**config.mk**
```make
export PLATFORM = sky130hd
export DESIGN_NAME = dtc_top
export DESIGN_NICKNAME = d
export VERILOG_FILES = /design/src/core/dtc_pkg.sv /design/src/core/dtc_half_if.sv /design/src/core/dtc_half.sv /design/src/core/dtc_top.sv
export SDC_FILE = /design/constraint.sdc
export NUM_CORES = 1
export LEC_CHECK = 0
export ABC_AREA = 1
export ABC_CLOCK_PERIOD_IN_PS = 2800
export BUFFER_PORTS_ARGS = -buffer_cell sky130_fd_sc_hd__buf_2
export CAP_MARGIN = 25
export CELL_PAD_IN_SITES_DETAIL_PLACEMENT = 1
export CELL_PAD_IN_SITES_GLOBAL_PLACEMENT = 2
export CORE_MARGIN = 5
export CORE_UTILIZATION = 29
export CTS_BUF_LIST = sky130_fd_sc_hd__clkbuf_16
export DETAILED_ROUTE_END_ITERATION = 10
export PLACE_DENSITY_LB_ADDON = 0.1
export SLEW_MARGIN = 20
export SYNTH_ARGS = -nofsm -noshare
export SYNTH_HDL_FRONTEND = slang
export SYNTH_SLANG_ARGS = --single-unit
```
**constraint.sdc**
```tcl
create_clock -name aclk -period 2.8 [get_ports aclk]
set_clock_uncertainty 0.05 [all_clocks]
set_input_delay 0 -clock aclk [delete_from_list [all_inputs] [get_ports aclk]]
set_output_delay 0 -clock aclk [all_outputs]
set_load 0.02 [all_outputs]
```
**src/core/dtc_pkg.sv**
```systemverilog
// Package for the dual timer control block: register map, field layout, reset values.
// Assumes a 32-bit AXI4-Lite register bus with word-aligned registers.
package dtc_pkg;

  localparam logic [11:0] DTC_CTRL_OFFSET  = 12'h00C;
  localparam logic [31:0] DTC_CTRL_RESET   = 32'h00000000;
  localparam logic [31:0] DTC_CTRL_WMASK   = 32'h00006F7F;

  localparam int DTC_A_EN_BIT      = 0;
  localparam int DTC_A_FREEZE_BIT  = 1;
  localparam int DTC_A_EDGE_LSB    = 2;
  localparam int DTC_RTC_EN_BIT    = 4;
  localparam int DTC_A_TRIG_BIT    = 5;
  localparam int DTC_A_INV_BIT     = 6;
  localparam int DTC_B_EN_BIT      = 8;
  localparam int DTC_B_FREEZE_BIT  = 9;
  localparam int DTC_B_EDGE_LSB    = 10;
  localparam int DTC_B_TRIG_BIT    = 13;
  localparam int DTC_B_INV_BIT     = 14;

  localparam logic [1:0] DTC_RESP_OKAY   = 2'h0;
  localparam logic [1:0] DTC_RESP_SLVERR = 2'h2;

  typedef enum logic [1:0] {
    DTC_EDGE_RISE = 2'h0,
    DTC_EDGE_FALL = 2'h1,
    DTC_EDGE_RSVD = 2'h2,
    DTC_EDGE_BOTH = 2'h3
  } dtc_edge_t;

endpackage : dtc_pkg

```
**src/core/dtc_half_if.sv**
```systemverilog
// Interface carrying one timer half's decoded control from the register file to its logic.
// Assumes both ends share aclk.
`timescale 1ns/1ns
`default_nettype none
interface dtc_half_if;
  logic             enable;
  logic             freeze;
  logic [1:0]       edge_sel;
  logic             trig_en;
  logic             pwm_inv;
  modport ctrl (output enable, output freeze, output edge_sel, output trig_en, output pwm_inv);
  modport half (input enable, input freeze, input edge_sel, input trig_en, input pwm_inv);
endinterface : dtc_half_if
`default_nettype wire

```
**src/core/dtc_half.sv**
```systemverilog
// One timer half: gating of counting, capture edge detection, trigger and PWM outputs.
// Assumes pin inputs are already synchronised by the top; debug_halt comes from aclk logic.
`timescale 1ns/1ns
`default_nettype none
module dtc_half (
  input  wire logic  aclk,
  input  wire logic  aresetn,
  input  wire logic  clk_en,
  dtc_half_if.half   ctl,
  input  wire logic  debug_halt,
  input  wire logic  cap_prev,
  input  wire logic  cap_now,
  input  wire logic  trig_raw,
  input  wire logic  pwm_raw,
  output wire logic  count_en,
  output logic       capture_event,
  output logic       adc_trigger,
  output logic       pwm_out
);

  wire rise_w = cap_now & ~cap_prev;
  wire fall_w = ~cap_now & cap_prev;
  logic edge_hit;

  // Reserved encoding behaves as rising edge
  always_comb begin
    case (ctl.edge_sel)
      dtc_pkg::DTC_EDGE_FALL: edge_hit = fall_w;
      dtc_pkg::DTC_EDGE_BOTH: edge_hit = rise_w | fall_w;
      default:                edge_hit = rise_w;
    endcase
  end

  assign count_en = ctl.enable & ~(ctl.freeze & debug_halt);

  always_ff @(posedge aclk) begin
    if (!aresetn) begin
      capture_event <= 1'b0;
      adc_trigger   <= 1'b0;
      pwm_out       <= 1'b0;
    end else if (clk_en) begin
      capture_event <= edge_hit & count_en;
      adc_trigger   <= trig_raw & ctl.trig_en & ctl.enable;
      pwm_out       <= pwm_raw ^ ctl.pwm_inv;
    end
  end

endmodule : dtc_half
`default_nettype wire

```
**src/core/dtc_top.sv**
```systemverilog
// Dual timer control register and the per-half control it steers.
// Assumes an AXI4-Lite master on aclk; capture pins are asynchronous to aclk.
//
// Implementation choices: the register addresses and register access over AXI4-Lite.
`timescale 1ns/1ns
`default_nettype none
// Summary of operation
// Half B ADC trigger driven only while its trigger enable bit is set.
// Converter must be enabled and select this timer to start conversions.
// Half B edge field: 0 rising, 1 falling, 3 both, 2 reserved.
// Half B freeze bit stops its count while debug-halted.
// Half A freeze bit stops its count while debug-halted.
// Freeze bits have no effect when processor runs normally.
// Half B enable bit starts counting or capture; clear disables.
// Half A PWM invert bit inverts its PWM output.
// Half A ADC trigger driven only while its trigger enable bit is set.
// Clock-calendar enable bit starts real-time counting; clear stops it.
// Half A edge field: 0 rising, 1 falling, 3 both, 2 reserved.
// Half A enable bit starts counting or capture; clear disables.
// Software preserves reserved bits on read-modify-write.
// Software never writes reserved edge encoding.
module dtc_top (
  input  wire logic        aclk,
  input  wire logic        aresetn,
  input  wire logic        clk_en,
  input  wire logic [11:0] s_axi_awaddr,
  input  wire logic        s_axi_awvalid,
  output wire logic        s_axi_awready,
  input  wire logic [31:0] s_axi_wdata,
  input  wire logic [3:0]  s_axi_wstrb,
  input  wire logic        s_axi_wvalid,
  output wire logic        s_axi_wready,
  output logic [1:0]       s_axi_bresp,
  output logic             s_axi_bvalid,
  input  wire logic        s_axi_bready,
  input  wire logic [11:0] s_axi_araddr,
  input  wire logic        s_axi_arvalid,
  output wire logic        s_axi_arready,
  output logic [31:0]      s_axi_rdata,
  output logic [1:0]       s_axi_rresp,
  output logic             s_axi_rvalid,
  input  wire logic        s_axi_rready,
  input  wire logic        debug_halt,
  input  wire logic        cap_a_pin,
  input  wire logic        cap_b_pin,
  input  wire logic        trig_a_raw,
  input  wire logic        trig_b_raw,
  input  wire logic        pwm_a_raw,
  input  wire logic        pwm_b_raw,
  input  wire logic        rtc_tick,
  output wire logic        count_en_a,
  output wire logic        count_en_b,
  output wire logic        capture_a,
  output wire logic        capture_b,
  output wire logic        adc_trigger_a,
  output wire logic        adc_trigger_b,
  output wire logic        pwm_a_out,
  output wire logic        pwm_b_out,
  output logic             rtc_running,
  output logic [31:0]      rtc_count
);

  // ----------------------------------------------------------------
  // Control register
  // ----------------------------------------------------------------
  logic [31:0] timer_control_reg;
  logic [31:0] timer_control_next;

  // ----------------------------------------------------------------
  // Write channel
  // ----------------------------------------------------------------
  // Address and data are latched separately so either may arrive first
  logic        aw_held_reg;
  logic        w_held_reg;
  logic [11:0] aw_addr_reg;
  logic [31:0] w_data_reg;
  logic [3:0]  w_strb_reg;

  // Responses and readies are hidden while clk_en is low, so no handshake can
  // complete on a cycle whose frozen state would not record it
  logic        b_valid_reg;
  logic        r_valid_reg;

  assign s_axi_bvalid  = b_valid_reg & clk_en;
  assign s_axi_rvalid  = r_valid_reg & clk_en;
  assign s_axi_awready = ~aw_held_reg & ~b_valid_reg & clk_en;
  assign s_axi_wready  = ~w_held_reg & ~b_valid_reg & clk_en;

  wire        aw_take  = s_axi_awvalid & s_axi_awready;
  wire        w_take   = s_axi_wvalid & s_axi_wready;
  wire        aw_have  = aw_held_reg | aw_take;
  wire        w_have   = w_held_reg | w_take;
  wire        wr_fire  = aw_have & w_have & clk_en;
  wire [11:0] wr_addr  = aw_held_reg ? aw_addr_reg : s_axi_awaddr;
  wire [31:0] wr_data  = w_held_reg ? w_data_reg : s_axi_wdata;
  wire [3:0]  wr_strb  = w_held_reg ? w_strb_reg : s_axi_wstrb;
  wire        wr_hit   = (wr_addr[11:2] == dtc_pkg::DTC_CTRL_OFFSET[11:2]);

  function automatic logic [31:0] dtc_strb_mask(input logic [3:0] strb);
    dtc_strb_mask = {{8{strb[3]}}, {8{strb[2]}}, {8{strb[1]}}, {8{strb[0]}}};
  endfunction : dtc_strb_mask

  wire [31:0] wr_mask = dtc_strb_mask(wr_strb) & dtc_pkg::DTC_CTRL_WMASK;

  // Reserved bits never store, so they always read zero
  always_comb begin
    timer_control_next = timer_control_reg;
    if (wr_fire && wr_hit) begin
      timer_control_next = (timer_control_reg & ~wr_mask) | (wr_data & wr_mask);
    end
  end

  always_ff @(posedge aclk) begin
    if (!aresetn) begin
      aw_held_reg <= 1'b0;
      w_held_reg  <= 1'b0;
      aw_addr_reg <= 12'h000;
      w_data_reg  <= 32'h00000000;
      w_strb_reg  <= 4'h0;
    end else if (clk_en) begin
      if (wr_fire) begin
        aw_held_reg <= 1'b0;
        w_held_reg  <= 1'b0;
      end else begin
        if (aw_take) begin
          aw_held_reg <= 1'b1;
          aw_addr_reg <= s_axi_awaddr;
        end
        if (w_take) begin
          w_held_reg <= 1'b1;
          w_data_reg <= s_axi_wdata;
          w_strb_reg <= s_axi_wstrb;
        end
      end
    end
  end

  always_ff @(posedge aclk) begin
    if (!aresetn) begin
      b_valid_reg <= 1'b0;
      s_axi_bresp <= dtc_pkg::DTC_RESP_OKAY;
    end else if (clk_en) begin
      if (wr_fire) begin
        b_valid_reg <= 1'b1;
        s_axi_bresp <= wr_hit ? dtc_pkg::DTC_RESP_OKAY : dtc_pkg::DTC_RESP_SLVERR;
      end else if (s_axi_bready) begin
        b_valid_reg <= 1'b0;
      end
    end
  end

  always_ff @(posedge aclk) begin
    if (!aresetn) begin
      timer_control_reg <= dtc_pkg::DTC_CTRL_RESET;
    end else if (clk_en) begin
      timer_control_reg <= timer_control_next;
    end
  end

  // ----------------------------------------------------------------
  // Read channel
  // ----------------------------------------------------------------
  assign s_axi_arready = ~r_valid_reg & clk_en;
  wire rd_take = s_axi_arvalid & s_axi_arready & clk_en;
  wire rd_hit  = (s_axi_araddr[11:2] == dtc_pkg::DTC_CTRL_OFFSET[11:2]);

  always_ff @(posedge aclk) begin
    if (!aresetn) begin
      r_valid_reg  <= 1'b0;
      s_axi_rdata  <= 32'h00000000;
      s_axi_rresp  <= dtc_pkg::DTC_RESP_OKAY;
    end else if (clk_en) begin
      if (rd_take) begin
        r_valid_reg  <= 1'b1;
        s_axi_rdata  <= rd_hit ? timer_control_reg : 32'h00000000;
        s_axi_rresp  <= rd_hit ? dtc_pkg::DTC_RESP_OKAY : dtc_pkg::DTC_RESP_SLVERR;
      end else if (s_axi_rready) begin
        r_valid_reg  <= 1'b0;
      end
    end
  end

  // ----------------------------------------------------------------
  // Capture pin synchronisers
  // ----------------------------------------------------------------
  // Edges are judged on stages two and three so stage one stays isolated
  logic [2:0] cap_a_sync_reg;
  logic [2:0] cap_b_sync_reg;

  always_ff @(posedge aclk) begin
    if (!aresetn) begin
      cap_a_sync_reg <= 3'h0;
      cap_b_sync_reg <= 3'h0;
    end else if (clk_en) begin
      cap_a_sync_reg <= {cap_a_sync_reg[1:0], cap_a_pin};
      cap_b_sync_reg <= {cap_b_sync_reg[1:0], cap_b_pin};
    end
  end

  // ----------------------------------------------------------------
  // Field decode
  // ----------------------------------------------------------------
  dtc_half_if half_a_ctl ();
  dtc_half_if half_b_ctl ();

  assign half_a_ctl.enable   = timer_control_reg[dtc_pkg::DTC_A_EN_BIT];
  assign half_a_ctl.freeze   = timer_control_reg[dtc_pkg::DTC_A_FREEZE_BIT];
  assign half_a_ctl.edge_sel = timer_control_reg[dtc_pkg::DTC_A_EDGE_LSB +: 2];
  assign half_a_ctl.trig_en  = timer_control_reg[dtc_pkg::DTC_A_TRIG_BIT];
  assign half_a_ctl.pwm_inv  = timer_control_reg[dtc_pkg::DTC_A_INV_BIT];

  assign half_b_ctl.enable   = timer_control_reg[dtc_pkg::DTC_B_EN_BIT];
  assign half_b_ctl.freeze   = timer_control_reg[dtc_pkg::DTC_B_FREEZE_BIT];
  assign half_b_ctl.edge_sel = timer_control_reg[dtc_pkg::DTC_B_EDGE_LSB +: 2];
  assign half_b_ctl.trig_en  = timer_control_reg[dtc_pkg::DTC_B_TRIG_BIT];
  assign half_b_ctl.pwm_inv  = timer_control_reg[dtc_pkg::DTC_B_INV_BIT];

  // ----------------------------------------------------------------
  // Timer halves
  // ----------------------------------------------------------------
  // Freeze only bites together with debug_halt, so normal running ignores it
  dtc_half u_half_a (
    .aclk          (aclk),
    .aresetn       (aresetn),
    .clk_en        (clk_en),
    .ctl           (half_a_ctl.half),
    .debug_halt    (debug_halt),
    .cap_prev      (cap_a_sync_reg[2]),
    .cap_now       (cap_a_sync_reg[1]),
    .trig_raw      (trig_a_raw),
    .pwm_raw       (pwm_a_raw),
    .count_en      (count_en_a),
    .capture_event (capture_a),
    .adc_trigger   (adc_trigger_a),
    .pwm_out       (pwm_a_out)
  );

  dtc_half u_half_b (
    .aclk          (aclk),
    .aresetn       (aresetn),
    .clk_en        (clk_en),
    .ctl           (half_b_ctl.half),
    .debug_halt    (debug_halt),
    .cap_prev      (cap_b_sync_reg[2]),
    .cap_now       (cap_b_sync_reg[1]),
    .trig_raw      (trig_b_raw),
    .pwm_raw       (pwm_b_raw),
    .count_en      (count_en_b),
    .capture_event (capture_b),
    .adc_trigger   (adc_trigger_b),
    .pwm_out       (pwm_b_out)
  );

  // ----------------------------------------------------------------
  // Clock-calendar counter
  // ----------------------------------------------------------------
  // Counts rtc_tick pulses; a stall during debug halt follows half A's freeze
  wire rtc_en_w = timer_control_reg[dtc_pkg::DTC_RTC_EN_BIT];

  always_ff @(posedge aclk) begin
    if (!aresetn) begin
      rtc_running <= 1'b0;
      rtc_count   <= 32'h00000000;
    end else if (clk_en) begin
      rtc_running <= rtc_en_w;
      if (rtc_en_w && rtc_tick && !(half_a_ctl.freeze && debug_halt)) begin
        rtc_count <= rtc_count + 32'h00000001;
      end
    end
  end

endmodule : dtc_top
`default_nettype wire

```
Yosys cells after proc, flatten, opt, wreduce, memory -nomap -nowiden
Cells that the tools add are included.
Word-level totals
  register bits: 163
Cells by class
  eq/ne operators: 6
  bitwise operators: 48
  add/subtract/negate cells: 1
  reductions and logical operators: 19
  multiplexer cells: 16
Operators with widths (number)
  32-bit two-way mux: 2
  32-bit by 1-bit adder with 32-bit output, second input constant: 1
  32-bit by 15-bit bitwise AND with 32-bit output: 1
  32-bit bitwise AND: 1
  15-bit inverter with 32-bit output: 1
  32-bit OR: 1
  1-bit bitwise AND: 27
  10-bit by 2-bit equality test with 1-bit output, second input constant: 2
  2-bit AND reduction: 8
  12-bit two-way mux: 1
  1-bit inverter: 11
  1-bit two-way mux: 8
  2-bit nonzero test: 4
  2-bit two-way mux: 3
  3-bit AND reduction: 2
  2-bit by 1-bit equality test with 1-bit output, second input constant: 2
  2-bit equality test, second input constant: 2
  1-bit logical AND: 4
  1-bit OR: 4
  1-bit case mux with 2 select lines: 2
  1-bit XOR: 2
  1-bit zero test: 1

Longest topological paths before layout
  depth after elaboration: 9
  mapped depth: 10
  mapped depth without buffers: 10

Hierarchy
From an unflattened synthesis, not the netlist that was laid out.
Unflattened totals
  cells, all modules: 698
  area, all modules: 4864.7 µm²
Modules (own cells, without submodules)
  dtc_top: seq. area each 1921.8 µm², cells an instance 642, area an instance 4484.3 µm², times used 1
  dtc_half: seq. area each 60.1 µm², cells an instance 28, area an instance 190.2 µm², times used 2

Least setup slack after synthesis
OpenSTA, ideal clock, no wires.
  path type: reg-to-reg
  start point: register rtc_count[0]
  end point: register rtc_count[22]
  data required time: 2.637 ns
  period minus slack after synthesis: 1.763 ns
  slack: 1.037 ns
  stages on the path, launching flop included: 11
  arrival time: 1.600 ns
  path through: dfxtp_1 -> ha_1 -> nand3_1 -> nor2_1 -> nand2_1 -> nor2_1 -> nand2_1 -> nor2_1 -> nand2_1 -> nand2_1 -> nor2_1
Between the ends
  word-level cells in the longest chain between the ends: 1
Ends and longest elaborated chain
  from (decl): line dtc_top.sv:60  | output logic [31:0] rtc_count
  from (signal assigned): line dtc_top.sv:267  | rtc_count <= rtc_count + 32'h00000001;
  32-bit by 1-bit adder with 32-bit output: line dtc_top.sv:267
No other way between the ends.
A chain may end at the register's enable or synchronous reset.

Worst setup path in the final report
Same ends and word-level chain as after synthesis.

==> summary.txt <==
Run status
  • Outcome: finished clean

Finish
  • Multi-input gate area: about 2300 µm²
  • Reg area: 2040 µm²
  • FILL cells: roughly 2100
  • Final #Nets: ~900
  • Area delta synth->final: 26.1%
  • N_diodes: 0
  • Layout cells sized above 1: 0.175
  • Cell Count, Final, Fillers Out: approximately 1100

Clock tree
  • Clock Latency Late Sink: about 0.35 ns
  • Clock Tree Buf Depth: 2
  • Total clock sinks: 102
  • CTS tree: yes
  • Root buffer cell: clkbuf_16
  • TritonCTS buffer count: 9
  • CTS-repair resized insts: 0
  • H-tree depth: 3
  • Reg clk slew, reported paths: 0.07 ns

GRT
  • Total GRT Usage: 0.152
  • Largest net degree at the start of global routing: between 70 and 80
  • Global-route wire length before repair: between 20 and 25 mm
  • Initial antenna violation count: 0
  • GRT overflow: 0
  • Vias in the first global route: ~4800

Synthesis
  • Mean post-synth cell area: approximately 7 µm²
  • Asr flop ratio synth: 0
  • Post-Syn Instances: between 700 and 800
  • Cell variety after synth: 33
  • Number of synthesized flops with an enable pin: 0
  • Primary FF master, synth: dfxtp_1
  • Synth Cell Area: between 4000 and 5000 µm²
  • Yosys warning count: 0
  • Sequential-to-total area share from yosys stat: 0.421
  • Synthesis-stage register bit count: just over 100

Timing
  • RSZ-0062 raised after global routing: false
  • Max frequency: between 500 and 600 MHz
  • Fin crit period: around 1.9 ns
  • Final setup fails: 0
  • Final worst slack: between 0.8 and 0.9 ns
  • Slew margin rel.: 0.512
  • Slew Limit Fails: 0
  • Final TNS setup: 0 ns
  • Worst slew pin tran: ~0.73 ns
  • Final hold violations: 0
  • Post-route clock period utilization: 0.681

Routing
  • Final WL: roughly 15 mm
  • Wl on met1: 7.30 mm
  • WL met2: roughly 6.5 mm
  • Post-route DRC: 0
  • Max Used Layer: met4
  • DR vias: between 4000 and 5000
  • Avg Vias per Cell: between 4 and 5
  • Routed met3 length: 589 µm
  • First-pass DRT Iterations: 6
  • Routed WL per cell: between 10 and 15 µm
  • Antenna Nets Post-Route: 0
  • DRT iter0 DRCs: 216

Critical path
  • Worst path top cell family by delay: simple AND/OR/NAND/NOR gates
  • Worst setup SP type: flop
  • Worst Path Buf+Inv: 0
  • Slowest-stage cell, CP: dfxtp_1
  • CP max FO: 5
  • Arr. time, crit path: about 2.1 ns
  • WS Path Type: flop to flop
  • CP endpoint kind: flop
  • Required time worst endpoint: 3.00 ns
  • Crit-path cells: ha_1 -> nand3_1 -> nor2_1 -> nand2_1 -> nor2_1 -> nand2_1 -> nor2_1 -> nand2_1 -> nand2_1 -> nor2_1
  • Slowest stage delay, CP: approximately 0.4 ns

Die
  • Die span in x: ~140 µm
  • Die Y: about 140 µm
  • IO Pins: 158
  • Initial Util: 0.294
  • DIE AREA: a little under 20000 µm²
  • Site Rows: 47
  • Total core area: around 17000 µm²

Min path
  • Hold Crit Class: input port to flop

Power
  • Static leakage: between 2 and 3 nW
  • Pwr dens: roughly 490 nW/µm²
  • Peak VDD IR: roughly 310 µV

Place
  • Placed Instances: ~1000
  • Gpl congestion: slightly below 0.8
  • HPWL after detailed placement: roughly 11 mm
  • Dpl ws: 0.845 ns
  • Port-buffer cells: 111

Job
  • Maximum capacitance violations: 0
-- routing by layer --
metal	track usage	vias up
met3	0.0268	14
met5	0	-
met1	0.213	2218
met4	0.0499	0
met2	0.238	96
li1	-	2467
-- layout make-up --
type                       count  area share
clock buffer                   9      0.0368
clock inverter                 7     0.00654
inverter                      90      0.0552
multi-input combinational    488       0.369
sequential                   102       0.334
timing repair buffer         151       0.154
tap                          220      0.0450
-- worst register-to-register path: stages, from the launching register on --
cell,delay (ns)
dfxtp_1,0.40
ha_1,0.25
nand3_1,0.12
nor2_1,0.17
nand2_1,0.10
nor2_1,0.26
nand2_1,0.16
nor2_1,0.15
nand2_1,0.06
nand2_1,0.06
nor2_1,0.05
-- worst paths after layout --
kind | startpoint | depth (start not counted) | slack, ns | end
worst max-delay path | rtc_count[0]$_SDFFE_PN0P_ | 10 | 0.89 | rtc_count[22]$_SDFFE_PN0P_
worst min-delay path | s_axi_awvalid | 5 | 0.07 | aw_held_reg$_SDFFE_PN0P_
worst max register to register | rtc_count[0]$_SDFFE_PN0P_ | 10 | 0.89 | rtc_count[22]$_SDFFE_PN0P_
worst min register to register | flop | 2 | 0.41 | s_axi_rdata[11]$_SDFFE_PN0P_
-- layout by cell type (no fill, tap or decap), drive strengths merged, types with 3 or more instances in the layout --
cell type / count
nand2: 164
clkinv: 4
a21oi: 60
o21ai: 63
nand3: 25
clkbuf: 9
nand4: 9
xor2: 4
nor2: 107
o211ai: 6
nor3: 10
dfxtp: 102
conb: 21
inv: 91
ha: 5
dlygate4sd3: 34
xnor2: 3
buf: 117
-- logic make-up after synthesis --
logic type      synth area share
simple gates               0.281
xor+xnor                  0.0126
other cells             0.000772
compound gates             0.143
flops                      0.421
buf+inv                    0.129
fa+ha+maj                 0.0129
-- synth_stat cells, types with 2 or more instances --
library cell	number	area, µm²
o211ai_1	6	45.0
a21oi_1	60	300
nor4_1	2	12.5
nand2_4	2	22.5
nand2_1	161	604
nor3_1	9	45.0
buf_2	7	35.0
nor2_2	4	25.0
or2_2	2	12.5
inv_1	88	330
ha_1	5	62.6
xor2_1	4	35.0
dfxtp_1	102	2040
nand3_2	3	30.0
nand3_1	22	110
nor2_1	102	383
xnor2_1	3	26.3
nand4_1	9	56.3
o21ai_0	63	315
buf_6	2	22.5
clkbuf_1	16	60.1
inv_2	2	7.51
nor3b_1	2	15.0
buf_4	23	173
-- where the power goes --
part           switching [mW]  internal, mW  leakage [nW]
Sequential             0.0215          1.49         0.828
Clock                   0.577         0.597         0.124
Combinational           0.190         0.118          1.92
Total                   0.788          2.21          2.87
-- metrics by stage --
stage | utilization | total power [mW] | area, µm² | hold slack [ns]
after floorplan | - | 1.74 | 4930 | 0.0776
final | 0.370 | 2.99 | 6120 | 0.0702
after global routing | 0.370 | 3.15 | 6120 | 0.116
after CTS | 0.370 | 3.05 | 6120 | 0.0635
after global placement | 0.334 | 1.81 | 5520 | 0.199
after detailed placement | 0.334 | 1.82 | 5520 | 0.211
-- what timing repair did --
| action | in CTS | in global routing |
|---|---|---|
| hold buffers | 34 | 0 |
| hold endpoints to repair | 34 | 0 |
| setup buffers | 0 | 0 |
| setup endpoints to repair | 0 | 0 |
Power figures use the tool's default switching activity.
